## src/reset_ctrl_map.svh

```systemverilog
`ifndef RESET_CTRL_MAP_SVH
`define RESET_CTRL_MAP_SVH

// ============================================================
// Register offsets
`define RST_ADDR_W 4
`define RST_OFF_STATUS 4'h0
`define RST_OFF_CAUSE 4'h1
`define RST_OFF_STRAPS 4'h2
`define RST_OFF_IRQ_STATUS 4'h3
`define RST_OFF_IRQ_MASK 4'h4
`define RST_OFF_CONTROL 4'h5
`define RST_OFF_CONFIG 4'h6

// ============================================================
// Field positions
`define CAUSE_POR_BIT 0
`define CAUSE_HARD_EXT_BIT 1
`define CAUSE_WDOG_BIT 2
`define CAUSE_BUSMON_BIT 3
`define CAUSE_SOFT_BIT 4
`define CTRL_WDOG_EN_BIT 0
`define CTRL_BUSMON_EN_BIT 1
`define CTRL_SOFT_REQ_BIT 2

// ============================================================
// Reset values
`define RST_CAUSE_RESET 5'h01
`define RST_IRQ_MASK_RESET 5'h00
`define RST_CONTROL_RESET 2'h0
`define RST_CONFIG_RESET 16'h0000

// ============================================================
// Timing, in input clock cycles
`define POR_MIN_CYCLES 16
`define HARD_RELEASE_CYCLES 521
`define HARD_HOLD_CYCLES 521
`define SOFT_HOLD_CYCLES 16
`define SEQ_COUNT_W 10

`endif

```

## src/reset_ctrl_pkg.sv

```systemverilog
package reset_ctrl_pkg;

    typedef enum logic [1:0] {
        SEQ_POR = 2'b00,
        SEQ_HARD = 2'b01,
        SEQ_SOFT = 2'b10,
        SEQ_RUN = 2'b11
    } seq_state_t;

    typedef logic [4:0] cause_t;

endpackage : reset_ctrl_pkg

```

## src/reset_controller_sequencer.sv

```systemverilog
// Operation
// - Power-on reset resets the PLL, the extended core, peripherals, monitors and clock control, and drives the hard reset pin.
// - Configuration is captured only in the power-on flow and hard or soft resets keep it.
// - The hard reset pin is open drain: pulled low while asserted, never driven high.
// - An external low on the hard reset pin starts the hard flow, driving the pin and resetting the core.
// - A zero watchdog count with the watchdog event enabled starts an internal hard reset.
// - A zero bus monitor count with the bus monitor event enabled starts an internal hard reset.
// - A test port EXTEST, CLAMP or HIGHZ command starts a soft reset that does not touch the pin.
// - The PLL is reset only by power-on reset; clock synthesis state is reset by every reset type.
// - Every reset type resets the monitors, stop and halt logic, the extended core and peripherals.
// - Five strap levels are sampled when power-on reset is released.
// - The reset configuration is written by the host port or loaded over I2C.
// - The hard reset pin is released 521 input clock cycles after power-on reset is released.
// - A readable status record shows the sources of the most recent reset.
`timescale 1ns/100ps
`default_nettype none
`include "reset_ctrl_map.svh"

module reset_controller_sequencer (
    input wire logic mclk_in,
    input wire logic rst_in,
    input wire logic power_on_reset_n_in,
    input wire logic hard_reset_n_in,
    output logic hard_reset_n_out,
    output logic hard_reset_n_oe_n_out,
    input wire logic [1:0] boot_mode_select_in,
    input wire logic watchdog_enable_strap_in,
    input wire logic host_narrow_bus_strap_in,
    input wire logic host_dsp_strap_in,
    input wire logic watchdog_zero_in,
    input wire logic bus_monitor_zero_in,
    input wire logic tap_soft_reset_in,
    input wire logic config_write_in,
    input wire logic [15:0] config_data_in,
    input wire logic [3:0] reg_addr_in,
    input wire logic [15:0] reg_wdata_in,
    input wire logic reg_write_in,
    input wire logic reg_read_in,
    output logic [15:0] reg_rdata_out,
    output logic irq_out,
    output logic pll_reset_out,
    output logic core_reset_out,
    output logic periph_reset_out,
    output logic monitor_reset_out,
    output logic clock_ctrl_reset_out,
    output logic watchdog_reset_out,
    output logic bus_monitor_reset_out,
    output logic [1:0] boot_mode_select_out,
    output logic watchdog_enable_strap_out,
    output logic host_narrow_bus_strap_out,
    output logic host_dsp_strap_out,
    output logic [15:0] reset_config_out
);

    // ============================================================
    // Decode helpers
    // Hard causes beat a soft request
    function automatic logic hard_pending(input reset_ctrl_pkg::cause_t ev);
        return ev[`CAUSE_BUSMON_BIT:`CAUSE_HARD_EXT_BIT] != 3'h0;
    endfunction : hard_pending

    function automatic logic reg_wr_hit(input logic wr, input logic [3:0] addr, input logic [3:0] off);
        return wr && (addr == off);
    endfunction : reg_wr_hit

    // ============================================================
    // Input synchronisers
    logic por_meta_q;
    logic por_sync_q;
    logic hrst_meta_q;
    logic hrst_sync_q;
    logic [4:0] strap_meta_q;
    logic [4:0] strap_sync_q;

    always_ff @(posedge mclk_in) begin
        if (rst_in) begin
            por_meta_q <= 1'b0;
            por_sync_q <= 1'b0;
            hrst_meta_q <= 1'b1;
            hrst_sync_q <= 1'b1;
            strap_meta_q <= 5'h00;
            strap_sync_q <= 5'h00;
        end else begin
            por_meta_q <= power_on_reset_n_in;
            por_sync_q <= por_meta_q;
            hrst_meta_q <= hard_reset_n_in;
            hrst_sync_q <= hrst_meta_q;
            strap_meta_q <= {boot_mode_select_in, watchdog_enable_strap_in,
                host_narrow_bus_strap_in, host_dsp_strap_in};
            strap_sync_q <= strap_meta_q;
        end
    end

    // ============================================================
    // Control register and events
    logic [1:0] control_q;
    logic soft_req_q;
    logic wdog_evt;
    logic busmon_evt;
    logic soft_evt;
    logic hard_ext_evt;
    logic pin_drive_q;
    logic [2:0] drive_hist_q;

    assign wdog_evt = watchdog_zero_in & control_q[`CTRL_WDOG_EN_BIT];
    assign busmon_evt = bus_monitor_zero_in & control_q[`CTRL_BUSMON_EN_BIT];
    assign soft_evt = tap_soft_reset_in | soft_req_q;
    // External pin low, own drive excluded
    // Readback lags a release by the synchroniser depth
    assign hard_ext_evt = ~hrst_sync_q & ~pin_drive_q & (drive_hist_q == 3'h0);

    // ============================================================
    // Readback mask
    // Without it our own release reads as an external low
    always_ff @(posedge mclk_in) begin
        if (rst_in) begin
            drive_hist_q <= 3'h7;
        end else begin
            drive_hist_q <= {drive_hist_q[1:0], pin_drive_q};
        end
    end

    // ============================================================
    // Sequencer
    reset_ctrl_pkg::seq_state_t state_q;
    logic [`SEQ_COUNT_W-1:0] count_q;
    reset_ctrl_pkg::cause_t cause_q;
    reset_ctrl_pkg::cause_t pending;
    logic por_prev_q;
    logic por_release;

    assign por_release = por_sync_q & ~por_prev_q;
    assign pending = {soft_evt, busmon_evt, wdog_evt, hard_ext_evt, 1'b0};

    always_ff @(posedge mclk_in) begin
        if (rst_in) begin
            por_prev_q <= 1'b0;
        end else begin
            por_prev_q <= por_sync_q;
        end
    end

    always_ff @(posedge mclk_in) begin
        if (rst_in || !por_sync_q) begin
            state_q <= reset_ctrl_pkg::SEQ_POR;
            count_q <= '0;
            cause_q <= `RST_CAUSE_RESET;
        end else begin
            unique case (state_q)
                reset_ctrl_pkg::SEQ_POR: begin
                    if (count_q == `SEQ_COUNT_W'(`HARD_RELEASE_CYCLES - 1)) begin
                        state_q <= reset_ctrl_pkg::SEQ_RUN;
                        count_q <= '0;
                    end else begin
                        count_q <= count_q + `SEQ_COUNT_W'(1);
                    end
                end
                reset_ctrl_pkg::SEQ_HARD: begin
                    // Held for the hold count only; our own drive stands in for the pin reading high
                    if (count_q == `SEQ_COUNT_W'(`HARD_HOLD_CYCLES - 1)) begin
                        if (hrst_sync_q || pin_drive_q) begin
                            state_q <= reset_ctrl_pkg::SEQ_RUN;
                            count_q <= '0;
                        end
                    end else begin
                        count_q <= count_q + `SEQ_COUNT_W'(1);
                    end
                    if (hard_ext_evt) begin
                        count_q <= '0;
                    end
                end
                reset_ctrl_pkg::SEQ_SOFT: begin
                    if (hard_pending(pending)) begin
                        state_q <= reset_ctrl_pkg::SEQ_HARD;
                        count_q <= '0;
                        cause_q <= pending;
                    end else if (count_q == `SEQ_COUNT_W'(`SOFT_HOLD_CYCLES - 1)) begin
                        state_q <= reset_ctrl_pkg::SEQ_RUN;
                        count_q <= '0;
                    end else begin
                        count_q <= count_q + `SEQ_COUNT_W'(1);
                    end
                end
                reset_ctrl_pkg::SEQ_RUN: begin
                    if (hard_pending(pending)) begin
                        state_q <= reset_ctrl_pkg::SEQ_HARD;
                        cause_q <= pending;
                    end else if (pending[4]) begin
                        state_q <= reset_ctrl_pkg::SEQ_SOFT;
                        cause_q <= pending;
                    end
                    count_q <= '0;
                end
            endcase
        end
    end

    // ============================================================
    // Pin and reset outputs
    always_ff @(posedge mclk_in) begin
        if (rst_in) begin
            pin_drive_q <= 1'b1;
        end else begin
            // Soft reset leaves the pin alone
            pin_drive_q <= (state_q == reset_ctrl_pkg::SEQ_POR) || (state_q == reset_ctrl_pkg::SEQ_HARD);
        end
    end

    assign hard_reset_n_out = 1'b0;
    assign hard_reset_n_oe_n_out = ~pin_drive_q;

    assign pll_reset_out = (state_q == reset_ctrl_pkg::SEQ_POR);
    // All flows reset core and peripherals
    assign core_reset_out = (state_q != reset_ctrl_pkg::SEQ_RUN);
    assign periph_reset_out = core_reset_out;
    assign monitor_reset_out = core_reset_out;
    assign clock_ctrl_reset_out = core_reset_out;
    assign watchdog_reset_out = cause_q[`CAUSE_WDOG_BIT] & core_reset_out;
    assign bus_monitor_reset_out = cause_q[`CAUSE_BUSMON_BIT] & core_reset_out;

    // ============================================================
    // Straps and configuration
    logic [4:0] strap_q;
    logic [15:0] config_q;

    always_ff @(posedge mclk_in) begin
        if (rst_in) begin
            strap_q <= 5'h00;
        end else if (por_release) begin
            strap_q <= strap_sync_q;
        end
    end

    assign boot_mode_select_out = strap_q[4:3];
    assign watchdog_enable_strap_out = strap_q[2];
    assign host_narrow_bus_strap_out = strap_q[1];
    assign host_dsp_strap_out = strap_q[0];

    // Host or I2C loader writes config
    always_ff @(posedge mclk_in) begin
        if (rst_in) begin
            config_q <= `RST_CONFIG_RESET;
        end else if (state_q == reset_ctrl_pkg::SEQ_POR && config_write_in) begin
            // Config kept over hard and soft
            config_q <= config_data_in;
        end
    end

    assign reset_config_out = config_q;

    // ============================================================
    // Register port and interrupt
    reset_ctrl_pkg::cause_t irq_status_q;
    reset_ctrl_pkg::cause_t irq_mask_q;
    logic [15:0] rdata_q;
    logic [15:0] rdata_d;
    logic reset_entry;
    reset_ctrl_pkg::cause_t irq_clear;
    reset_ctrl_pkg::cause_t irq_set;

    // One event per flow entry out of normal running
    assign reset_entry = (state_q == reset_ctrl_pkg::SEQ_RUN) && (pending != 5'h00);

    always_ff @(posedge mclk_in) begin
        if (rst_in || !por_sync_q) begin
            control_q <= `RST_CONTROL_RESET;
            irq_mask_q <= `RST_IRQ_MASK_RESET;
            soft_req_q <= 1'b0;
        end else begin
            // Watchdog enable is loaded from its strap at power-on release; software writes override it
            if (por_release) begin
                control_q[`CTRL_WDOG_EN_BIT] <= strap_sync_q[2];
            end
            soft_req_q <= 1'b0;
            if (reg_wr_hit(reg_write_in, reg_addr_in, `RST_OFF_CONTROL)) begin
                control_q <= reg_wdata_in[1:0];
                soft_req_q <= reg_wdata_in[`CTRL_SOFT_REQ_BIT];
            end
            if (reg_wr_hit(reg_write_in, reg_addr_in, `RST_OFF_IRQ_MASK)) begin
                irq_mask_q <= reg_wdata_in[4:0];
            end
        end
    end

    assign irq_clear = reg_wr_hit(reg_write_in, reg_addr_in, `RST_OFF_IRQ_STATUS) ? reg_wdata_in[4:0] : 5'h00;
    assign irq_set = (reset_entry ? pending : 5'h00) | (por_release ? 5'h01 : 5'h00);

    // Set wins over a simultaneous write-one clear
    always_ff @(posedge mclk_in) begin
        if (rst_in) begin
            irq_status_q <= 5'h00;
        end else begin
            irq_status_q <= (irq_status_q & ~irq_clear) | irq_set;
        end
    end

    assign irq_out = |(irq_status_q & irq_mask_q);

    // Unmapped offsets and idle cycles read as zero
    always_comb begin
        rdata_d = 16'h0000;
        if (reg_read_in) begin
            unique case (reg_addr_in)
                `RST_OFF_STATUS: rdata_d = {14'h0000, state_q};
                `RST_OFF_CAUSE: rdata_d = {11'h000, cause_q};
                `RST_OFF_STRAPS: rdata_d = {11'h000, strap_q};
                `RST_OFF_IRQ_STATUS: rdata_d = {11'h000, irq_status_q};
                `RST_OFF_IRQ_MASK: rdata_d = {11'h000, irq_mask_q};
                `RST_OFF_CONTROL: rdata_d = {14'h0000, control_q};
                `RST_OFF_CONFIG: rdata_d = config_q;
                default: rdata_d = 16'h0000;
            endcase
        end
    end

    // Registered: data stands only in the cycle after the strobe
    always_ff @(posedge mclk_in) begin
        if (rst_in) begin
            rdata_q <= 16'h0000;
        end else begin
            rdata_q <= rdata_d;
        end
    end

    assign reg_rdata_out = rdata_q;

endmodule : reset_controller_sequencer
`default_nettype wire

```

## config.mk

```make
export PLATFORM = sky130hd
export DESIGN_NAME = reset_controller_sequencer
export DESIGN_NICKNAME = d
export VERILOG_FILES = /design/src/reset_ctrl_pkg.sv /design/src/reset_controller_sequencer.sv
export VERILOG_INCLUDE_DIRS = /design/src /design/src/src
export SDC_FILE = /design/constraint.sdc
export NUM_CORES = 1
export LEC_CHECK = 0
export BUFFER_PORTS_ARGS = -buffer_cell sky130_fd_sc_hd__buf_2
export CAP_MARGIN = 15
export CORE_UTILIZATION = 40
export DETAILED_ROUTE_END_ITERATION = 8
export PLACE_DENSITY = 0.71
export SLEW_MARGIN = 20
export SYNTH_ARGS = -nofsm -noshare
export SYNTH_HDL_FRONTEND = slang
export SYNTH_SLANG_ARGS = --single-unit
export TNS_END_PERCENT = 1
```

## constraint.sdc

```tcl
create_clock -name mclk_in -period 1.6 [get_ports mclk_in]
set_input_delay 0.24 -clock mclk_in [delete_from_list [all_inputs] [get_ports mclk_in]]
set_output_delay 0.24 -clock mclk_in [all_outputs]
set_load 0.01 [all_outputs]
```

* Word level (Yosys, flattened, before mapping) *
Cells that the tools add are included.

word-level totals
  register bits = 86
  logic and storage cells = 104
  input port bits = 51

operators by class
  multiplexer cells = 25
  equality and inequality tests = 19
  bitwise operators = 18
  reduce and logical (&&, ||, !) cells = 21
  $add $sub $neg = 1

operators with widths
  cell                                            number
  case mux 16 bit (7 select lines)                1
  2-to-1 mux 10 bit                               6
  case mux 10 bit (4 select lines)                1
  2-to-1 mux 5 bit                                5
  2-to-1 mux 2 bit                                7
  == test 4 x 3 -> 1 bit, second input constant   3
  adder 10 x 1 -> 10 bit, second input constant   1
  bitwise AND 5 bit                               2
  == test 10 bit, second input constant           1
  == test 10 x 4 -> 1 bit, second input constant  1
  case mux 5 bit (2 select lines)                 1
  == test 4 x 2 -> 1 bit, second input constant   2
  != test 2 bit, second input constant            4
  case mux 2 bit (4 select lines)                 1
  bitwise AND 1 bit                               7
  != test 3 bit, second input constant            2
  logical AND 1 bit                               5
  NOT 1 bit                                       5
  NOT 5 bit                                       1
  OR 5 x 1 -> 5 bit                               1
  OR 5 bit                                        1
  AND reduction 5 bit                             1
  nonzero test 5 bit                              1
  OR reduction 5 bit                              1
  other kinds (16)                                23

* Depth between registers and ports, before layout *
  depth after elaboration = 8
  gate-level depth with buffers = 7
  depth with buffers taken out = 6

* Worst setup path after synthesis *
OpenSTA, ideal clock, no wires.

  path type = reg2reg
  start = register count_q[5]
  end = register count_q[8]
  setup time = 132 ps
  stages on the path, launching flop included = 6
  period minus slack after synthesis = 1668 ps
  slack = -68 ps
  buffers on the path = 1
  data arrival time = 1536 ps
  cell sequence = dfxtp_1 > or4_4 > nor4_1 > o32a_2 > buf_6 > nor3_1

on the way
  cells in the longest elaborated chain, start to end = 4

RTL lines
  item                                                  line                                                                                                     RTL
  start, declared                                       reset_controller_sequencer.sv:126                                                                        logic [`SEQ_COUNT_W-1:0] count_q;
  start signal, assigned                                reset_controller_sequencer.sv:155                                                                        count_q <= count_q + `SEQ_COUNT_W'(1);
  start signal, assigned                                reset_controller_sequencer.sv:166                                                                        count_q <= count_q + `SEQ_COUNT_W'(1);
  start signal, assigned                                reset_controller_sequencer.sv:181                                                                        count_q <= count_q + `SEQ_COUNT_W'(1);
  adder 10 x 1 -> 10 bit, or another cell as far along  reset_controller_sequencer.sv:155, reset_controller_sequencer.sv:166, reset_controller_sequencer.sv:181
  2-to-1 mux 10 bit (on tied branches)                  reset_controller_sequencer.sv:177, reset_controller_sequencer.sv:160
  2-to-1 mux 10 bit (on tied branches)                  reset_controller_sequencer.sv:173, reset_controller_sequencer.sv:168
  case mux 10 bit (4 select lines)                      reset_controller_sequencer.sv:149                                                                        unique case (state_q)

Parallel ways exist; a longest one is shown, timed or not.
A chain may end at the register's enable or synchronous reset.

* Final worst setup path *
  start = register count_q[7]
  end = register count_q[5]

on the way
  cells in the longest elaborated chain, start to end = 4

RTL lines
  item                                                              line
  == test 10 x 4 -> 1 bit / == test 10 bit (equally long branches)  reset_controller_sequencer.sv:177, reset_controller_sequencer.sv:151, reset_controller_sequencer.sv:160
  2-to-1 mux 10 bit (on tied branches)                              reset_controller_sequencer.sv:177, reset_controller_sequencer.sv:160
  2-to-1 mux 10 bit (on tied branches)                              reset_controller_sequencer.sv:173, reset_controller_sequencer.sv:168
  case mux 10 bit (4 select lines)                                  reset_controller_sequencer.sv:149

Parallel ways exist; a longest one is shown, timed or not.

==> flow_metrics.tcl <==
set metrics [dict create \
    hold_violations 0 \
    dieHeight_um 94.2 \
    routedWlPerCell_um 13.7 \
    diodes 0 \
    via_count 2876 \
    grt_pass1_vias 2728 \
    cts_max_level 3 \
    total_power_mw 4.02 \
    fin_nets 520 \
    rsz0062_at_grt "yes" \
    cts_root_buf "clkbuf_8" \
    synth_simple_gate_area_frac 0.234 \
    antenna_found_initial 0 \
    yosys.area.top_type "dfxtp_1" \
    ys.flop_type "dfxtp_1" \
    violations "negative setup slack" \
    dieArea_um2 8870 \
    synth_edf_count 0 \
    fillers 768 \
    vias_per_cell 4.98 \
    drtPass1Iterations 4 \
    synth_top_family_by_area "simple AND/OR/NAND/NOR gates" \
    core_area_um2 8220 \
    post_dp_cell_area_um2 4050 \
    synth_seq_cells 86 \
    path_max_fanout 5 \
    num_rows 33 \
    synth_area_per_cell_um2 9.26 \
    drcViolationCount 0 \
    fin_crit_ns 1.74 \
    grt_max_degree 25 \
    dp_hpwl_um 5810 \
    crit_arrival_ns 1.99 \
    place.gp.congestion 0.890 \
    setup_slack_ns -0.145 \
    drtIter0Drc 123 \
    areaGrowthSynthToFinish_pct 27.2 \
    cp.required_ns 1.84 \
    startpoint_type "register" \
    grt_pass1_wl_um 12700 \
    clock_latency_ns 0.36 \
    clockBufferDepth 2 \
    synth-compound-area-share 0.124 \
    slew_viol_final 0 \
    synth_nets 420 \
    synth_area_leaders "dfxtp_1, nand2_1, mux2i_1" \
    path_clk_slew_ns 0.08 \
    period_share 1.09 \
    syn-cell-area_um2 3400 \
    yosys_warnings 0 \
    tns_ns -1.41 \
    status "finished, violations left" \
    min_path_type "primary input to register" \
    fmax_mhz 573 \
    gr-total-overflow 0 \
    drt-total-wl_um 7920 \
    maxCapViolCount 0 \
    critPathKind "register to register" \
    gr-usage-all-layers 0.187 \
    setup_viol 12 \
    end_kind "register" \
    synthMuxAreaShare 0.0604 \
    synth-adder-area-share 0.00737 \
    ios 98 \
    ant_nets 0 \
    cts-buffers-inserted 9 \
    ys_seq_area_frac 0.507 \
    ir_drop_v 0.000349 \
    postLayoutCellArea_um2 4320 \
    yosys.area_share.xor_xnor 0.0180 \
    die_w_um 94.2 \
    synthCells 367 \
    cts.sinks 86 \
    async_reset_ff_frac 0 \
    ys_types 51 \
    clock_skew_ns 0.0120 \
    cts_tree "built" \
    io_buffers 85 \
    layout-drive-gt1-share 0.337 \
    start_util 0.413 \
    leakagePower_nw 1.80 \
    synth.top_cell.area_share 0.507 \
    power_per_cell_area_nw_per_um2 930 \
]
[cells in the mapped netlist, drive strengths merged (2+ instances only)]
cell,count
nor2b,17
or3,2
nor3,12
ha,2
dfxtp,86
a32oi,3
and3,4
a22oi,6
a211oi,5
nand4b,2
buf,12
and2,14
xor2,2
clkbuf,14
o21ai,4
a21oi,27
nor2,26
a221oi,4
nand2b,2
nand2,44
a21o,3
nor3b,2
nand3,15
nor4,4
mux2i,16
inv,8
or2,5
mux2,4
xnor2,5
[layout make-up]
type,count,area (um2),area share
Inverter,9,33.8,0.00782
Clock buffer,9,124,0.0287
Multi-Input combinational cell,247,1590,0.367
Clock inverter,7,77.6,0.0180
Timing Repair Buffer,114,643,0.149
Tap cell,105,131,0.0304
Sequential cell,86,1730,0.400
[kinds of logic after synthesis]
group / Yosys count
other cells: 1
flops: 86
buf+inv: 35
simple gates: 154
compound gates: 62
xor+xnor: 7
fa+ha+maj: 2
mux: 20
[critical path: stages (launching register included)]
cell and delay (ns):
dfxtp_1 0.32, or4_4 0.59, nor4_4 0.35, o32a_2 0.30
nor3_1 0.07
[report_power, final]
group	internal, mW	switching (mW)	total (mW)
clock	0.740	0.812	1.55
sequential	2.18	0.0248	2.21
combinational	0.121	0.140	0.261
[layout by cell type (no fill, tap or decap), types with 3 or more instances in the layout]
cell type / instances
buf_2: 85
dfxtp_1: 84
nand2_1: 44
buf_4: 29
a21oi_1: 26
nor2_1: 25
nor2b_1: 17
mux2i_1: 16
nand3_1: 15
and2_1: 14
nor3_1: 10
clkbuf_8: 9
inv_1: 6
a22oi_1: 6
or2_2: 5
xnor2_1: 5
and3_1: 4
a211oi_1: 4
mux2_2: 4
inv_6: 4
a21o_1: 3
o21ai_0: 3
a32oi_1: 3
a221oi_1: 3
[state kept, by name, summed over array words and instances (netlist names), 2 cells and up]
| signal | count |
|---|---|
| cause_q | 5 |
| drive_hist_q | 3 |
| strap_sync_q | 5 |
| reg_rdata_out | 16 |
| count_q | 10 |
| irq_mask_q | 5 |
| strap_meta_q | 5 |
| reset_config_out | 16 |
| state_q | 2 |
| irq_status_q | 5 |
| control_q | 2 |
| strap_q | 5 |
[per-layer routing]
| metal | vias up | global-route usage | wire length, um |
|---|---|---|---|
| met5 | - | 0 | 0 |
| met4 | 0 | 0.0833 | 170 |
| met3 | 13 | 0.0494 | 342 |
| met2 | 82 | 0.315 | 3890 |
| met1 | 1323 | 0.220 | 3520 |
| li1 | 1458 | - | - |
[final timing paths]
path,start,end,slack [ns],cells past startpoint
worst max-delay path,count_q[7],count_q[5],-0.14,4
worst min-delay path,hard_reset_n_in,hrst_meta_q,0.06,2
worst max register to register,count_q[7],count_q[5],-0.14,4
worst min register to register,hrst_meta_q,hrst_sync_q,0.42,1
[repair_timing]
item / CTS / global route
hold endpoints to repair: 0 / 0
endpoints found under the setup margin: 20 / 18
pin swaps: 4 / 3
gates resized for setup: 8 / 9
setup buffers: 0 / 0
hold buffers: 0 / 0
gates cloned: 1 / 0
[metrics by stage]
| step | hold slack, ns | setup WS (ns) | util | cells |
|---|---|---|---|---|
| after floorplan | 0.344 | -0.0137 | - | 367 |
| after detailed placement | 0.398 | -0.118 | 0.493 | 560 |
| after global routing | 0.0461 | -0.176 | 0.526 | 577 |
| after global placement | 0.401 | -0.0542 | 0.493 | 560 |
| final | 0.0628 | -0.145 | 0.526 | 577 |
| after CTS | 0.0478 | -0.0859 | 0.522 | 577 |
Power figures use the tool's default switching activity.
